--- src/include/plc_pkg.sv ---
//--------------------------------------------------------------
// Purpose: Shared constants for the logic cell input front end.
// Assumes: Eight-bit register port, one clock at 20 MHz.
// Notes:   Offsets and field positions are used by design and bench.
//--------------------------------------------------------------
package plc_pkg;

    // ----------------------------------------------------------
    // Structure
    // ----------------------------------------------------------
    localparam int NUM_INPUTS = 16;
    localparam int NUM_LINES = 4;
    localparam int NUM_GATES = 4;
    localparam int SEL_W = 3;
    localparam int DATA_W = 8;
    localparam int ADDR_W = 4;
    localparam int MUX_GROUP_STEP = 4;
    localparam int RESERVED_IN_A = 10;
    localparam int RESERVED_IN_B = 11;
    localparam int READ_LATENCY = 1;

    // ----------------------------------------------------------
    // Register offsets
    // ----------------------------------------------------------
    localparam logic [3:0] REG_CONTROL = 4'h0;
    localparam logic [3:0] REG_SELECT_A = 4'h1;
    localparam logic [3:0] REG_SELECT_B = 4'h2;
    localparam logic [3:0] REG_GATE_POL = 4'h3;
    localparam logic [3:0] REG_GATE1_TERMS = 4'h4;
    localparam logic [3:0] REG_STATUS = 4'h8;

    // ----------------------------------------------------------
    // Field positions and reset values
    // ----------------------------------------------------------
    localparam int CTRL_EN_BIT = 7;
    localparam int CTRL_OE_BIT = 6;
    localparam int CTRL_OUT_BIT = 5;
    localparam int CTRL_MODE_LSB = 0;
    localparam int MODE_W = 3;
    localparam int SEL_LO_LSB = 0;
    localparam int SEL_HI_LSB = 4;
    localparam int TERM_TRUE_OFS = 0;
    localparam int TERM_INV_OFS = 1;
    localparam logic [7:0] CTRL_RESET = 8'h00;
    localparam logic [7:0] READ_UNMAPPED = 8'h00;

    // ----------------------------------------------------------
    // Logic functions of the following stage
    // ----------------------------------------------------------
    typedef enum logic [2:0] {
        PLC_FN_AND_OR,
        PLC_FN_OR_XOR,
        PLC_FN_AND4,
        PLC_FN_SR_LATCH,
        PLC_FN_DFF_SR,
        PLC_FN_DFF_R,
        PLC_FN_JK_R,
        PLC_FN_LATCH_SR
    } plc_mode_t;

endpackage

--- src/logic/plc_front_end.sv ---
//--------------------------------------------------------------
// Purpose: Input selection and data gating of a programmable logic
//          cell, with its software register port.
// Assumes: Generic inputs are synchronous to sys_clk only for the
//          register read path; the gate path itself is combinational.
// Notes:   Select and gate settings have no reset on purpose.
//--------------------------------------------------------------
// Behaviour
// [RL1] Up to sixteen inputs are reduced to four lines for the function stage.
// [RL2] Selection, gating, function and polarity stages reconfigure at run time.
// [RL3] Four independent eight-input multiplexers, each with a 3-bit select.
// [RL4] Four groups of four inputs, each group reaching two differently paired muxes.
// [RL5] Mux one routes inputs 0-7, mux two inputs 4-11, codes ascending.
// [RL6] Mux three routes 8-15; mux four routes 12-15 then 0-3.
// [RL7] Each mux passes only the input named by its select code.
// [RL8] Select, term enable and gate polarity settings are not reset.
// [RL9] Each gate has two enable bits per selected line, one for each form.
// [RL10] Each gate ANDs enabled true and inverted forms of the lines.
// [RL11] Each gate has a polarity control on its result.
// [RL12] A gate with no terms enabled outputs its polarity value.
// [RL13] Gate one follows the 0x55, 0xAA and 0x00 pattern behaviour.
// [RL14] Both forms of one line enabled forces the AND result to zero.
// [RL15] Software should use polarity, not both forms, for constant levels.
// [RL16] Four identical gates, each with its own term enable register.
// [RL17] Gate outputs feed a stage with eight selectable logic functions.
// [RL18] Generic inputs map per instance; inputs 10 and 11 are reserved.
// [RL19] The cell output goes to internal peripherals and to a pin.
// [RL20] A cleared cell enable gives a zero cell output.
// [RL21] Data path is combinational; settings change only by software writes.
`timescale 1ns/1ps

module plc_front_end
    import plc_pkg::*;
(
    input wire logic sys_clk,
    input wire logic rstn,
    input wire logic [ADDR_W-1:0] reg_addr,
    input wire logic [DATA_W-1:0] reg_wdata,
    input wire logic reg_wr,
    input wire logic reg_rd,
    output logic [DATA_W-1:0] reg_rdata,
    input wire logic [NUM_INPUTS-1:0] generic_inputs,
    output logic selected_line1,
    output logic selected_line2,
    output logic selected_line3,
    output logic selected_line4,
    output logic gate_out1,
    output logic gate_out2,
    output logic gate_out3,
    output logic gate_out4,
    output plc_mode_t func_mode,
    input wire logic func_result,
    output logic cell_out,
    output logic cell_pin_out,
    output logic cell_pin_oe
);

    // ----------------------------------------------------------
    // Helpers
    // ----------------------------------------------------------
    function automatic logic reg_hit(
        input logic [ADDR_W-1:0] addr,
        input logic [ADDR_W-1:0] offset
    );
        return addr == offset;
    endfunction

    // Mux m starts at group m and wraps, so mux four reaches 12-15, 0-3.
    function automatic logic mux_pick(
        input logic [NUM_INPUTS-1:0] src,
        input int m,
        input logic [SEL_W-1:0] sel
    );
        logic [3:0] idx;
        idx = 4'(m * MUX_GROUP_STEP) + {1'b0, sel};
        return src[idx];
    endfunction

    function automatic logic gate_core(
        input logic [DATA_W-1:0] terms,
        input logic [NUM_LINES-1:0] lines
    );
        logic acc;
        acc = 1'b1;
        for (int k = 0; k < NUM_LINES; k++) begin
            if (terms[2*k+TERM_TRUE_OFS]) begin
                acc = acc & lines[k];
            end
            if (terms[2*k+TERM_INV_OFS]) begin
                acc = acc & ~lines[k];
            end
        end
        return acc;
    endfunction

    // ----------------------------------------------------------
    // Configuration state
    // ----------------------------------------------------------
    logic cell_enable_bit;
    logic pin_enable_bit;
    plc_mode_t mode_q;
    logic [SEL_W-1:0] mux_select [NUM_LINES];
    logic [NUM_GATES-1:0] gate_invert;
    logic [DATA_W-1:0] gate_terms [NUM_GATES];
    logic [NUM_INPUTS-1:0] inputs_eff;
    logic [NUM_LINES-1:0] lines;
    logic [NUM_GATES-1:0] gates;

    // Control clears on reset; apart from the read data register, it is the only register that does.
    always_ff @(posedge sys_clk) begin
        if (!rstn) begin
            cell_enable_bit <= CTRL_RESET[CTRL_EN_BIT];
            pin_enable_bit <= CTRL_RESET[CTRL_OE_BIT];
            mode_q <= plc_mode_t'(CTRL_RESET[CTRL_MODE_LSB +: MODE_W]);
        end else if (reg_wr && reg_hit(reg_addr, REG_CONTROL)) begin // RL2
            cell_enable_bit <= reg_wdata[CTRL_EN_BIT];
            pin_enable_bit <= reg_wdata[CTRL_OE_BIT];
            mode_q <= plc_mode_t'(reg_wdata[CTRL_MODE_LSB +: MODE_W]); // RL17
        end
    end

    // ----------------------------------------------------------
    // Selection settings
    // ----------------------------------------------------------
    // No reset branch: software must write these before use, and a
    // warm reset leaves a running configuration untouched.
    always_ff @(posedge sys_clk) begin
        if (reg_wr && reg_hit(reg_addr, REG_SELECT_A)) begin // RL8 RL21
            mux_select[0] <= reg_wdata[SEL_LO_LSB +: SEL_W];
            mux_select[1] <= reg_wdata[SEL_HI_LSB +: SEL_W];
        end
    end

    always_ff @(posedge sys_clk) begin
        if (reg_wr && reg_hit(reg_addr, REG_SELECT_B)) begin // RL8 RL21
            mux_select[2] <= reg_wdata[SEL_LO_LSB +: SEL_W];
            mux_select[3] <= reg_wdata[SEL_HI_LSB +: SEL_W];
        end
    end

    always_ff @(posedge sys_clk) begin
        if (reg_wr && reg_hit(reg_addr, REG_GATE_POL)) begin // RL8 RL11
            gate_invert <= reg_wdata[NUM_GATES-1:0];
        end
    end

    // ----------------------------------------------------------
    // Selection and gating path
    // ----------------------------------------------------------
    // Reserved inputs read as zero so an unused code is harmless.
    always_comb begin
        inputs_eff = generic_inputs; // RL1 RL18
        inputs_eff[RESERVED_IN_A] = 1'b0; // RL18
        inputs_eff[RESERVED_IN_B] = 1'b0; // RL18
    end

    for (genvar g = 0; g < NUM_GATES; g++) begin : g_lane
        always_ff @(posedge sys_clk) begin
            if (reg_wr && reg_hit(reg_addr, ADDR_W'(REG_GATE1_TERMS + g))) begin // RL16
                gate_terms[g] <= reg_wdata; // RL8 RL9
            end
        end

        // Each mux sees only its eight inputs; the select names one.
        assign lines[g] = mux_pick(inputs_eff, g, mux_select[g]); // RL3 RL4 RL7

        // A set polarity bit passes the AND result, a clear one inverts it;
        // this gives AND for 0x55 and NOR for 0xAA with polarity set.
        assign gates[g] = gate_invert[g] ? gate_core(gate_terms[g], lines) // RL14
                                         : ~gate_core(gate_terms[g], lines); // RL10 RL12 RL13
    end

    assign selected_line1 = lines[0]; // RL5
    assign selected_line2 = lines[1]; // RL5
    assign selected_line3 = lines[2]; // RL6
    assign selected_line4 = lines[3]; // RL6
    assign gate_out1 = gates[0]; // RL21
    assign gate_out2 = gates[1];
    assign gate_out3 = gates[2];
    assign gate_out4 = gates[3];
    assign func_mode = mode_q; // RL17

    // ----------------------------------------------------------
    // Cell output
    // ----------------------------------------------------------
    // The function stage result is held at zero while disabled, both
    // towards the peripherals and towards the pin.
    assign cell_out = cell_enable_bit & func_result; // RL20 RL19
    assign cell_pin_out = cell_out; // RL19
    assign cell_pin_oe = pin_enable_bit; // RL19

    // ----------------------------------------------------------
    // Register read port
    // ----------------------------------------------------------
    always_ff @(posedge sys_clk) begin
        if (!rstn) begin
            reg_rdata <= READ_UNMAPPED;
        end else if (reg_rd) begin
            if (reg_hit(reg_addr, REG_CONTROL)) begin
                reg_rdata <= READ_UNMAPPED;
                reg_rdata[CTRL_EN_BIT] <= cell_enable_bit;
                reg_rdata[CTRL_OE_BIT] <= pin_enable_bit;
                reg_rdata[CTRL_OUT_BIT] <= cell_out;
                reg_rdata[CTRL_MODE_LSB +: MODE_W] <= mode_q;
            end else if (reg_hit(reg_addr, REG_SELECT_A)) begin
                reg_rdata <= READ_UNMAPPED;
                reg_rdata[SEL_LO_LSB +: SEL_W] <= mux_select[0];
                reg_rdata[SEL_HI_LSB +: SEL_W] <= mux_select[1];
            end else if (reg_hit(reg_addr, REG_SELECT_B)) begin
                reg_rdata <= READ_UNMAPPED;
                reg_rdata[SEL_LO_LSB +: SEL_W] <= mux_select[2];
                reg_rdata[SEL_HI_LSB +: SEL_W] <= mux_select[3];
            end else if (reg_hit(reg_addr, REG_GATE_POL)) begin
                reg_rdata <= {4'h0, gate_invert};
            end else if (reg_addr >= REG_GATE1_TERMS && reg_addr < REG_STATUS) begin
                reg_rdata <= gate_terms[reg_addr[1:0]];
            end else if (reg_hit(reg_addr, REG_STATUS)) begin
                reg_rdata <= {gates, lines};
            end else begin
                reg_rdata <= READ_UNMAPPED;
            end
        end else begin
            reg_rdata <= READ_UNMAPPED;
        end
    end

    // ----------------------------------------------------------
    // Checks
    // ----------------------------------------------------------
    property p_mux1_route;
        @(posedge sys_clk) disable iff (!rstn)
        mux_select[0] == 3'h7 |-> selected_line1 == generic_inputs[7];
    endproperty
    a_mux1_route: assert property (p_mux1_route) // RL5
        else $error("mux one code 7 does not pass input 7");

    property p_mux2_route;
        @(posedge sys_clk) disable iff (!rstn)
        mux_select[1] == 3'h0 |-> selected_line2 == generic_inputs[4];
    endproperty
    a_mux2_route: assert property (p_mux2_route) // RL5
        else $error("mux two code 0 does not pass input 4");

    property p_mux4_wrap;
        @(posedge sys_clk) disable iff (!rstn)
        mux_select[3] == 3'h5 |-> selected_line4 == generic_inputs[1];
    endproperty
    a_mux4_wrap: assert property (p_mux4_wrap) // RL6
        else $error("mux four code 5 does not pass input 1");

    property p_mux3_reserved;
        @(posedge sys_clk) disable iff (!rstn)
        mux_select[2] == 3'h2 |-> selected_line3 == 1'b0;
    endproperty
    a_mux3_reserved: assert property (p_mux3_reserved) // RL18
        else $error("reserved input 10 is not zero");

    property p_gate_const;
        @(posedge sys_clk) disable iff (!rstn)
        gate_terms[0] == 8'h00 |-> gate_out1 == gate_invert[0];
    endproperty
    a_gate_const: assert property (p_gate_const) // RL12
        else $error("gate one without terms differs from its polarity");

    property p_gate_and;
        @(posedge sys_clk) disable iff (!rstn)
        (gate_terms[0] == 8'h55 && gate_invert[0])
            |-> gate_out1 == (&lines);
    endproperty
    a_gate_and: assert property (p_gate_and) // RL13
        else $error("gate one pattern 55 is not an AND");

    property p_gate_or;
        @(posedge sys_clk) disable iff (!rstn)
        (gate_terms[1] == 8'hAA && !gate_invert[1])
            |-> gate_out2 == (|lines);
    endproperty
    a_gate_or: assert property (p_gate_or) // RL13
        else $error("gate two pattern AA without polarity is not an OR");

    property p_both_forms;
        @(posedge sys_clk) disable iff (!rstn)
        (gate_terms[2][1:0] == 2'h3 && gate_invert[2]) |-> gate_out3 == 1'b0;
    endproperty
    a_both_forms: assert property (p_both_forms) // RL14
        else $error("both forms of line one do not force gate three low");

    property p_disabled_zero;
        @(posedge sys_clk) disable iff (!rstn)
        !cell_enable_bit |-> !cell_out && !cell_pin_out;
    endproperty
    a_disabled_zero: assert property (p_disabled_zero) // RL20
        else $error("disabled cell drives a one");

    property p_select_write;
        @(posedge sys_clk) disable iff (!rstn)
        (reg_wr && reg_addr == REG_SELECT_B)
            |=> mux_select[3] == $past(reg_wdata[6:4]);
    endproperty
    a_select_write: assert property (p_select_write) // RL21
        else $error("mux four select not taken from write");

    property p_read_status;
        @(posedge sys_clk) disable iff (!rstn)
        (reg_rd && reg_addr == REG_STATUS)
            |=> reg_rdata == $past({gates, lines});
    endproperty
    a_read_status: assert property (p_read_status) // RL2
        else $error("status read one cycle later is wrong");

    property p_rdata_idle;
        @(posedge sys_clk) disable iff (!rstn)
        !reg_rd |=> reg_rdata == 8'h00;
    endproperty
    a_rdata_idle: assert property (p_rdata_idle) // RL21
        else $error("read data not zero outside a read answer");

    property p_mux3_top;
        @(posedge sys_clk) disable iff (!rstn)
        mux_select[2] == 3'h7 |-> selected_line3 == generic_inputs[15];
    endproperty
    a_mux3_top: assert property (p_mux3_top) // RL6
        else $error("mux three code 7 does not pass input 15");

    property p_mux4_first;
        @(posedge sys_clk) disable iff (!rstn)
        mux_select[3] == 3'h0 |-> selected_line4 == generic_inputs[12];
    endproperty
    a_mux4_first: assert property (p_mux4_first) // RL6
        else $error("mux four code 0 does not pass input 12");

    property p_mux2_reserved;
        @(posedge sys_clk) disable iff (!rstn)
        mux_select[1] == 3'h7 |-> selected_line2 == 1'b0;
    endproperty
    a_mux2_reserved: assert property (p_mux2_reserved) // RL18
        else $error("reserved input 11 is not zero");

    property p_gate_nand;
        @(posedge sys_clk) disable iff (!rstn)
        (gate_terms[0] == 8'h55 && !gate_invert[0]) |-> gate_out1 == ~(&lines);
    endproperty
    a_gate_nand: assert property (p_gate_nand) // RL13
        else $error("gate one pattern 55 without polarity is not a NAND");

    property p_gate_nor;
        @(posedge sys_clk) disable iff (!rstn)
        (gate_terms[1] == 8'hAA && gate_invert[1]) |-> gate_out2 == ~(|lines);
    endproperty
    a_gate_nor: assert property (p_gate_nor) // RL13
        else $error("gate two pattern AA with polarity is not a NOR");

    property p_enabled_pass;
        @(posedge sys_clk) disable iff (!rstn)
        cell_enable_bit |-> cell_out == func_result;
    endproperty
    a_enabled_pass: assert property (p_enabled_pass) // RL20
        else $error("enabled cell does not pass the function result");

    property p_unmapped_read;
        @(posedge sys_clk) disable iff (!rstn)
        (reg_rd && reg_addr > REG_STATUS) |=> reg_rdata == READ_UNMAPPED;
    endproperty
    a_unmapped_read: assert property (p_unmapped_read) // RL21
        else $error("unmapped index does not read zero");

    property p_control_read;
        @(posedge sys_clk) disable iff (!rstn)
        (reg_rd && reg_addr == REG_CONTROL)
            |=> reg_rdata[4:3] == 2'h0 && reg_rdata[CTRL_EN_BIT] == $past(cell_enable_bit);
    endproperty
    a_control_read: assert property (p_control_read) // RL2
        else $error("control read shows wrong enable or reserved bits");

    property p_terms_write;
        @(posedge sys_clk) disable iff (!rstn)
        (reg_wr && reg_addr == REG_GATE1_TERMS) |=> gate_terms[0] == $past(reg_wdata);
    endproperty
    a_terms_write: assert property (p_terms_write) // RL16
        else $error("gate one term enables not taken from write");

endmodule

--- config.mk ---
export PLATFORM = sky130hd
export DESIGN_NAME = plc_front_end
export DESIGN_NICKNAME = d
export VERILOG_FILES = /design/src/include/plc_pkg.sv /design/src/logic/plc_front_end.sv
export SDC_FILE = /design/constraint.sdc
export NUM_CORES = 1
export LEC_CHECK = 0
export ABC_AREA = 1
export BUFFER_PORTS_ARGS = -buffer_cell sky130_fd_sc_hd__clkbuf_2
export CORE_ASPECT_RATIO = 0.8
export CORE_MARGIN = 1.5
export CORE_UTILIZATION = 40
export CTS_CLUSTER_DIAMETER = 120
export DETAILED_ROUTE_END_ITERATION = 12
export HOLD_SLACK_MARGIN = 0.12
export PLACE_DENSITY = 0.74
export SLEW_MARGIN = 20
export SYNTH_ARGS = -nofsm -noshare
export SYNTH_HDL_FRONTEND = slang
export SYNTH_SLANG_ARGS = --single-unit
--- constraint.sdc ---
create_clock -name sys_clk -period 1.8 [get_ports sys_clk]
set_clock_uncertainty 0.2 [all_clocks]
set_input_delay 0.27 -clock sys_clk [delete_from_list [all_inputs] [get_ports sys_clk]]
set_output_delay 0.27 -clock sys_clk [all_outputs]
set_load 0.02 [all_outputs]
==> summary.md <==
| Metric | Value |
|---|---|
| Fraction of power consumed by the clock network | 36.0% |
| Fin crit share | 142% |
| Total Die Area | 0.00813 mm² |
| Total length of routed wires | 9.99 mm |
| Clock sink count | 61 |
| Setup repair after global routing missed its margin | true |
| Via count of the first global-routing pass | 2897 |
| Sw Ratio | 25.6% |
| Number of storage elements in the synthesis netlist | 61 |
| Leakage power | 0.00204 µW |
| Routed via count divided by cell count | 5.21 |
| Run status | finished, violations left |
| Crit path launch type | flip-flop |
| DRT antenna net count | 0 |
| Part of the Yosys area used for sequential elements | 56.0% |
| Pwr Density | 700 mW/mm² |
| Grt total ovfl | 0 |
| Effective utilization at floorplan | 41.1% |
| Setup TNS | -6280 ps |
| Fmax | 0.391 GHz |
| Maximum fanout along the worst path | 5 |
| Die W | 100 µm |
| Antenna violations before repair | 0 |
| Die height | 80.9 µm |
| Most Frequent Cell on Critical Path | sky130_fd_sc_hd__nand2_1 |
| Post-route worst setup slack | -757 ps |
| List of cells traversed by the critical path | inv_2 -> nand2_2 -> nand3_2 -> nand3_4 -> nand2_4 -> inv_4 -> nand2_1 -> nand2_1 -> nor2_2 -> nand2_1 -> xor2_1 -> inv_2 -> buf_8 |
| Register-to-register path setup slack | -480 ps |
| Number of failing hold endpoints at the final stage | 0 |
| Required time at the worst-slack endpoint | 1330 ps |
| DRC marker count from the first detailed-route iteration | 224 |
| Number of detailed-route iterations in the first pass | 5 |
| Crit Path Class | flip-flop to primary output |
| Boundary Pins | 55 |
| Post-synth cell types | 32 |
| Overall track demand over capacity in global routing | 24.6% |
| Reported max-cap violation count | 0 |
| Final net count | 511 |
| Leading cell type in the layout, fill and taps excluded | sky130_fd_sc_hd__nand2_1 |
| Number of buffers on the longest clock path | 2 |
| Core ar. | 0.00739 mm² |
| Worst Hold Class | input port to flip-flop |
| CTS tree | done |
| R2R cell count | 16 |
| Min cycle time layout | 2560 ps |
| Register share of total power | 49.2% |
| Number of inserted diodes | 0 |
| Most used cells in the layout excluding fill and tap cells | sky130_fd_sc_hd__nand2_1 (86), sky130_fd_sc_hd__edfxtp_1 (48), sky130_fd_sc_hd__clkbuf_2 (42), sky130_fd_sc_hd__buf_4 (42), sky130_fd_sc_hd__inv_1 (40) |
| Via count | 3065 |
| Syn Inst Count | 352 |
| Syn. warnings | 0 |
| Post-route DRC violation count | 0 |
| Largest area contributor in the netlist | sky130_fd_sc_hd__edfxtp_1 |
| Footprint of the multi-input gates | 0.00143 mm² |
| Sum of net half-perimeters after detailed placement | 6.84 mm |
| Fraction of final layout cells sized beyond drive strength 1 | 41.0% |
| Ys flop type | sky130_fd_sc_hd__edfxtp_1 |
| Global-route wire length before repair | 14.5 mm |
| Data arrival time of the worst path | 2090 ps |
| Setup violations, final | 14 |
| Number of rows created at floorplan | 28 |
| Filler Cell Count | 587 |
| Maximum number of pins on one net before global-route repair | 11 |
| Worst slack on hold paths | 216 ps |
| Number of clock buffers inserted by TritonCTS | 9 |
| Maximum ir drop on the vdd rail | 0.000448 V |
| Switch Pwr | 817 µW |
| Global placement routability congestion | 1.02 |
| Clk pin slew, worst setup/hold paths | 60 ps |
| Synth Area per Inst | 8.63 µm² |
| Cell at the root of the clock tree | sky130_fd_sc_hd__clkbuf_8 |
| Synthesis-to-layout area growth | 50.0% |
| Slew at the pin closest to its max-slew limit | 360 ps |
| Fraction of power consumed by combinational cells | 14.8% |
| Placed Instance Area | 0.00373 mm² |
| Setup crit end kind | primary output |
| Slowest-stage cell, CP | sky130_fd_sc_hd__edfxtp_1 |
| Internal power of the cells | 2370 µW |
| Synth Cell Area | 0.00304 mm² |
| Worst hold path stage count | 4 |
| Final routed wire length divided by cell count | 17.0 µm |
| Top cells by area, synth | sky130_fd_sc_hd__edfxtp_1 (47%), sky130_fd_sc_hd__nand2_1 (14%), sky130_fd_sc_hd__dfxtp_1 (8.6%) |
| Share of the synthesized area in the top cell type | 47.5% |
| Delay of the slowest cell on the worst path | 490 ps |
| Share of synthesized flip-flops with an asynchronous set or reset | 0% |
| Clock Latency Late Sink | 350 ps |
| Number of flops mapped to enable cells by yosys | 48 |
| Synthesized Nets | 385 |
| Footprint of the flip-flops and latches | 0.00170 mm² |
| Slew Viols, Final | 0 |
| H-tree depth | 3 |
| Design Area, Final | 0.00455 mm² |
| Port-buffer cells | 52 |
| Relative slew margins | 76.0% |
| Failing checks | setup timing |
[power by group through the flow]
stage | registers (µW) | clock network [µW] | logic, µW
final | 1570 | 1150 | 473
after detailed placement | 1600 | 0 | 343
after global routing | 1570 | 1220 | 506
after CTS | 1570 | 1160 | 411
after global placement | 1590 | 0 | 339
after floorplan | 1600 | 0 | 168
[cells by family (layout without fill, tap and decap cells)]
group	after synthesis	in the layout	synth area share, %
AND/OR/NAND/NOR	197	197	28.8
flip-flops	61	61	56.0
buffers and inverters	54	185	6.92
AO/OA/AOI/OAI	39	39	7.99
XOR/XNOR	1	1	0.288
[metrics by stage]
step	setup WS (ps)	utilization (%)	power, µW	cells
global route	-874	61.6	3290	588
CTS	-716	58.5	3140	586
floorplan	-72.3	-	1770	352
finish	-757	61.6	3190	588
detailed placement	-558	50.5	1940	547
global placement	-575	50.5	1930	547
[what timing repair did]
action,4_1_cts,5_1_grt
hold endpoints to repair,57,0
setup endpoints to repair,15,18
resized for setup,43,68
buffers inserted,10,5
pin swaps,19,36
hold buffers,14,0
[cells in the mapped netlist, types with 2 or more instances]
master and instances:
sky130_fd_sc_hd__inv_2 6, sky130_fd_sc_hd__nand3_1 34, sky130_fd_sc_hd__nor2_1 25, sky130_fd_sc_hd__nand4_1 4
sky130_fd_sc_hd__inv_1 44, sky130_fd_sc_hd__a22oi_1 5, sky130_fd_sc_hd__a31oi_1 2, sky130_fd_sc_hd__nor2_2 5
sky130_fd_sc_hd__o21ai_1 3, sky130_fd_sc_hd__a41oi_1 2, sky130_fd_sc_hd__a21oi_1 12, sky130_fd_sc_hd__o21ai_0 5
sky130_fd_sc_hd__nand2_2 8, sky130_fd_sc_hd__dfxtp_1 13, sky130_fd_sc_hd__a221oi_1 2, sky130_fd_sc_hd__nand2_4 2
sky130_fd_sc_hd__nand2_1 112, sky130_fd_sc_hd__edfxtp_1 48, sky130_fd_sc_hd__o22ai_1 4, sky130_fd_sc_hd__nand3_2 4
[layout make-up]
cell class	instances	area share, %
clock buffer	15	3.90
clock inverter	1	0.110
inverter	51	4.31
multi-input combinational	237	31.3
sequential	61	37.4
tap	105	2.88
timing repair buffer	118	20.1
[sequential cells by signal, summed over array words and instances (netlist names)]
signal           cells
mux_select          12
reg_rdata            8
gate_terms          32
gate_invert          4
cell_enable_bit      1
func_mode            3
cell_pin_oe          1
[critical path: cells and delay by family, from the launching register on]
kind | cells | cell delay [ps]
buffers and inverters | 4 | 400
xor gates and xnor gates | 1 | 150
DFF | 1 | 490
and+or+nand+nor | 8 | 680
[path summary, 6_finish.rpt]
kind / to / startpoint
max: gate_out4 / mux_select[0][0]
min: func_mode[2] / reg_wr
max reg2reg: reg_rdata[7] / mux_select[0][0]
min reg2reg: cell_enable_bit / cell_enable_bit
[routing by layer]
layer  share of wire (%)  wire [µm]  global-route usage (%)
met5                   0          0                       0
met1                  43       4310                    32.4
met3                 8.4        835                    7.66
met4                 3.6        362                    10.3
met2                  45       4480                    37.8
Power figures use the tool's default switching activity.
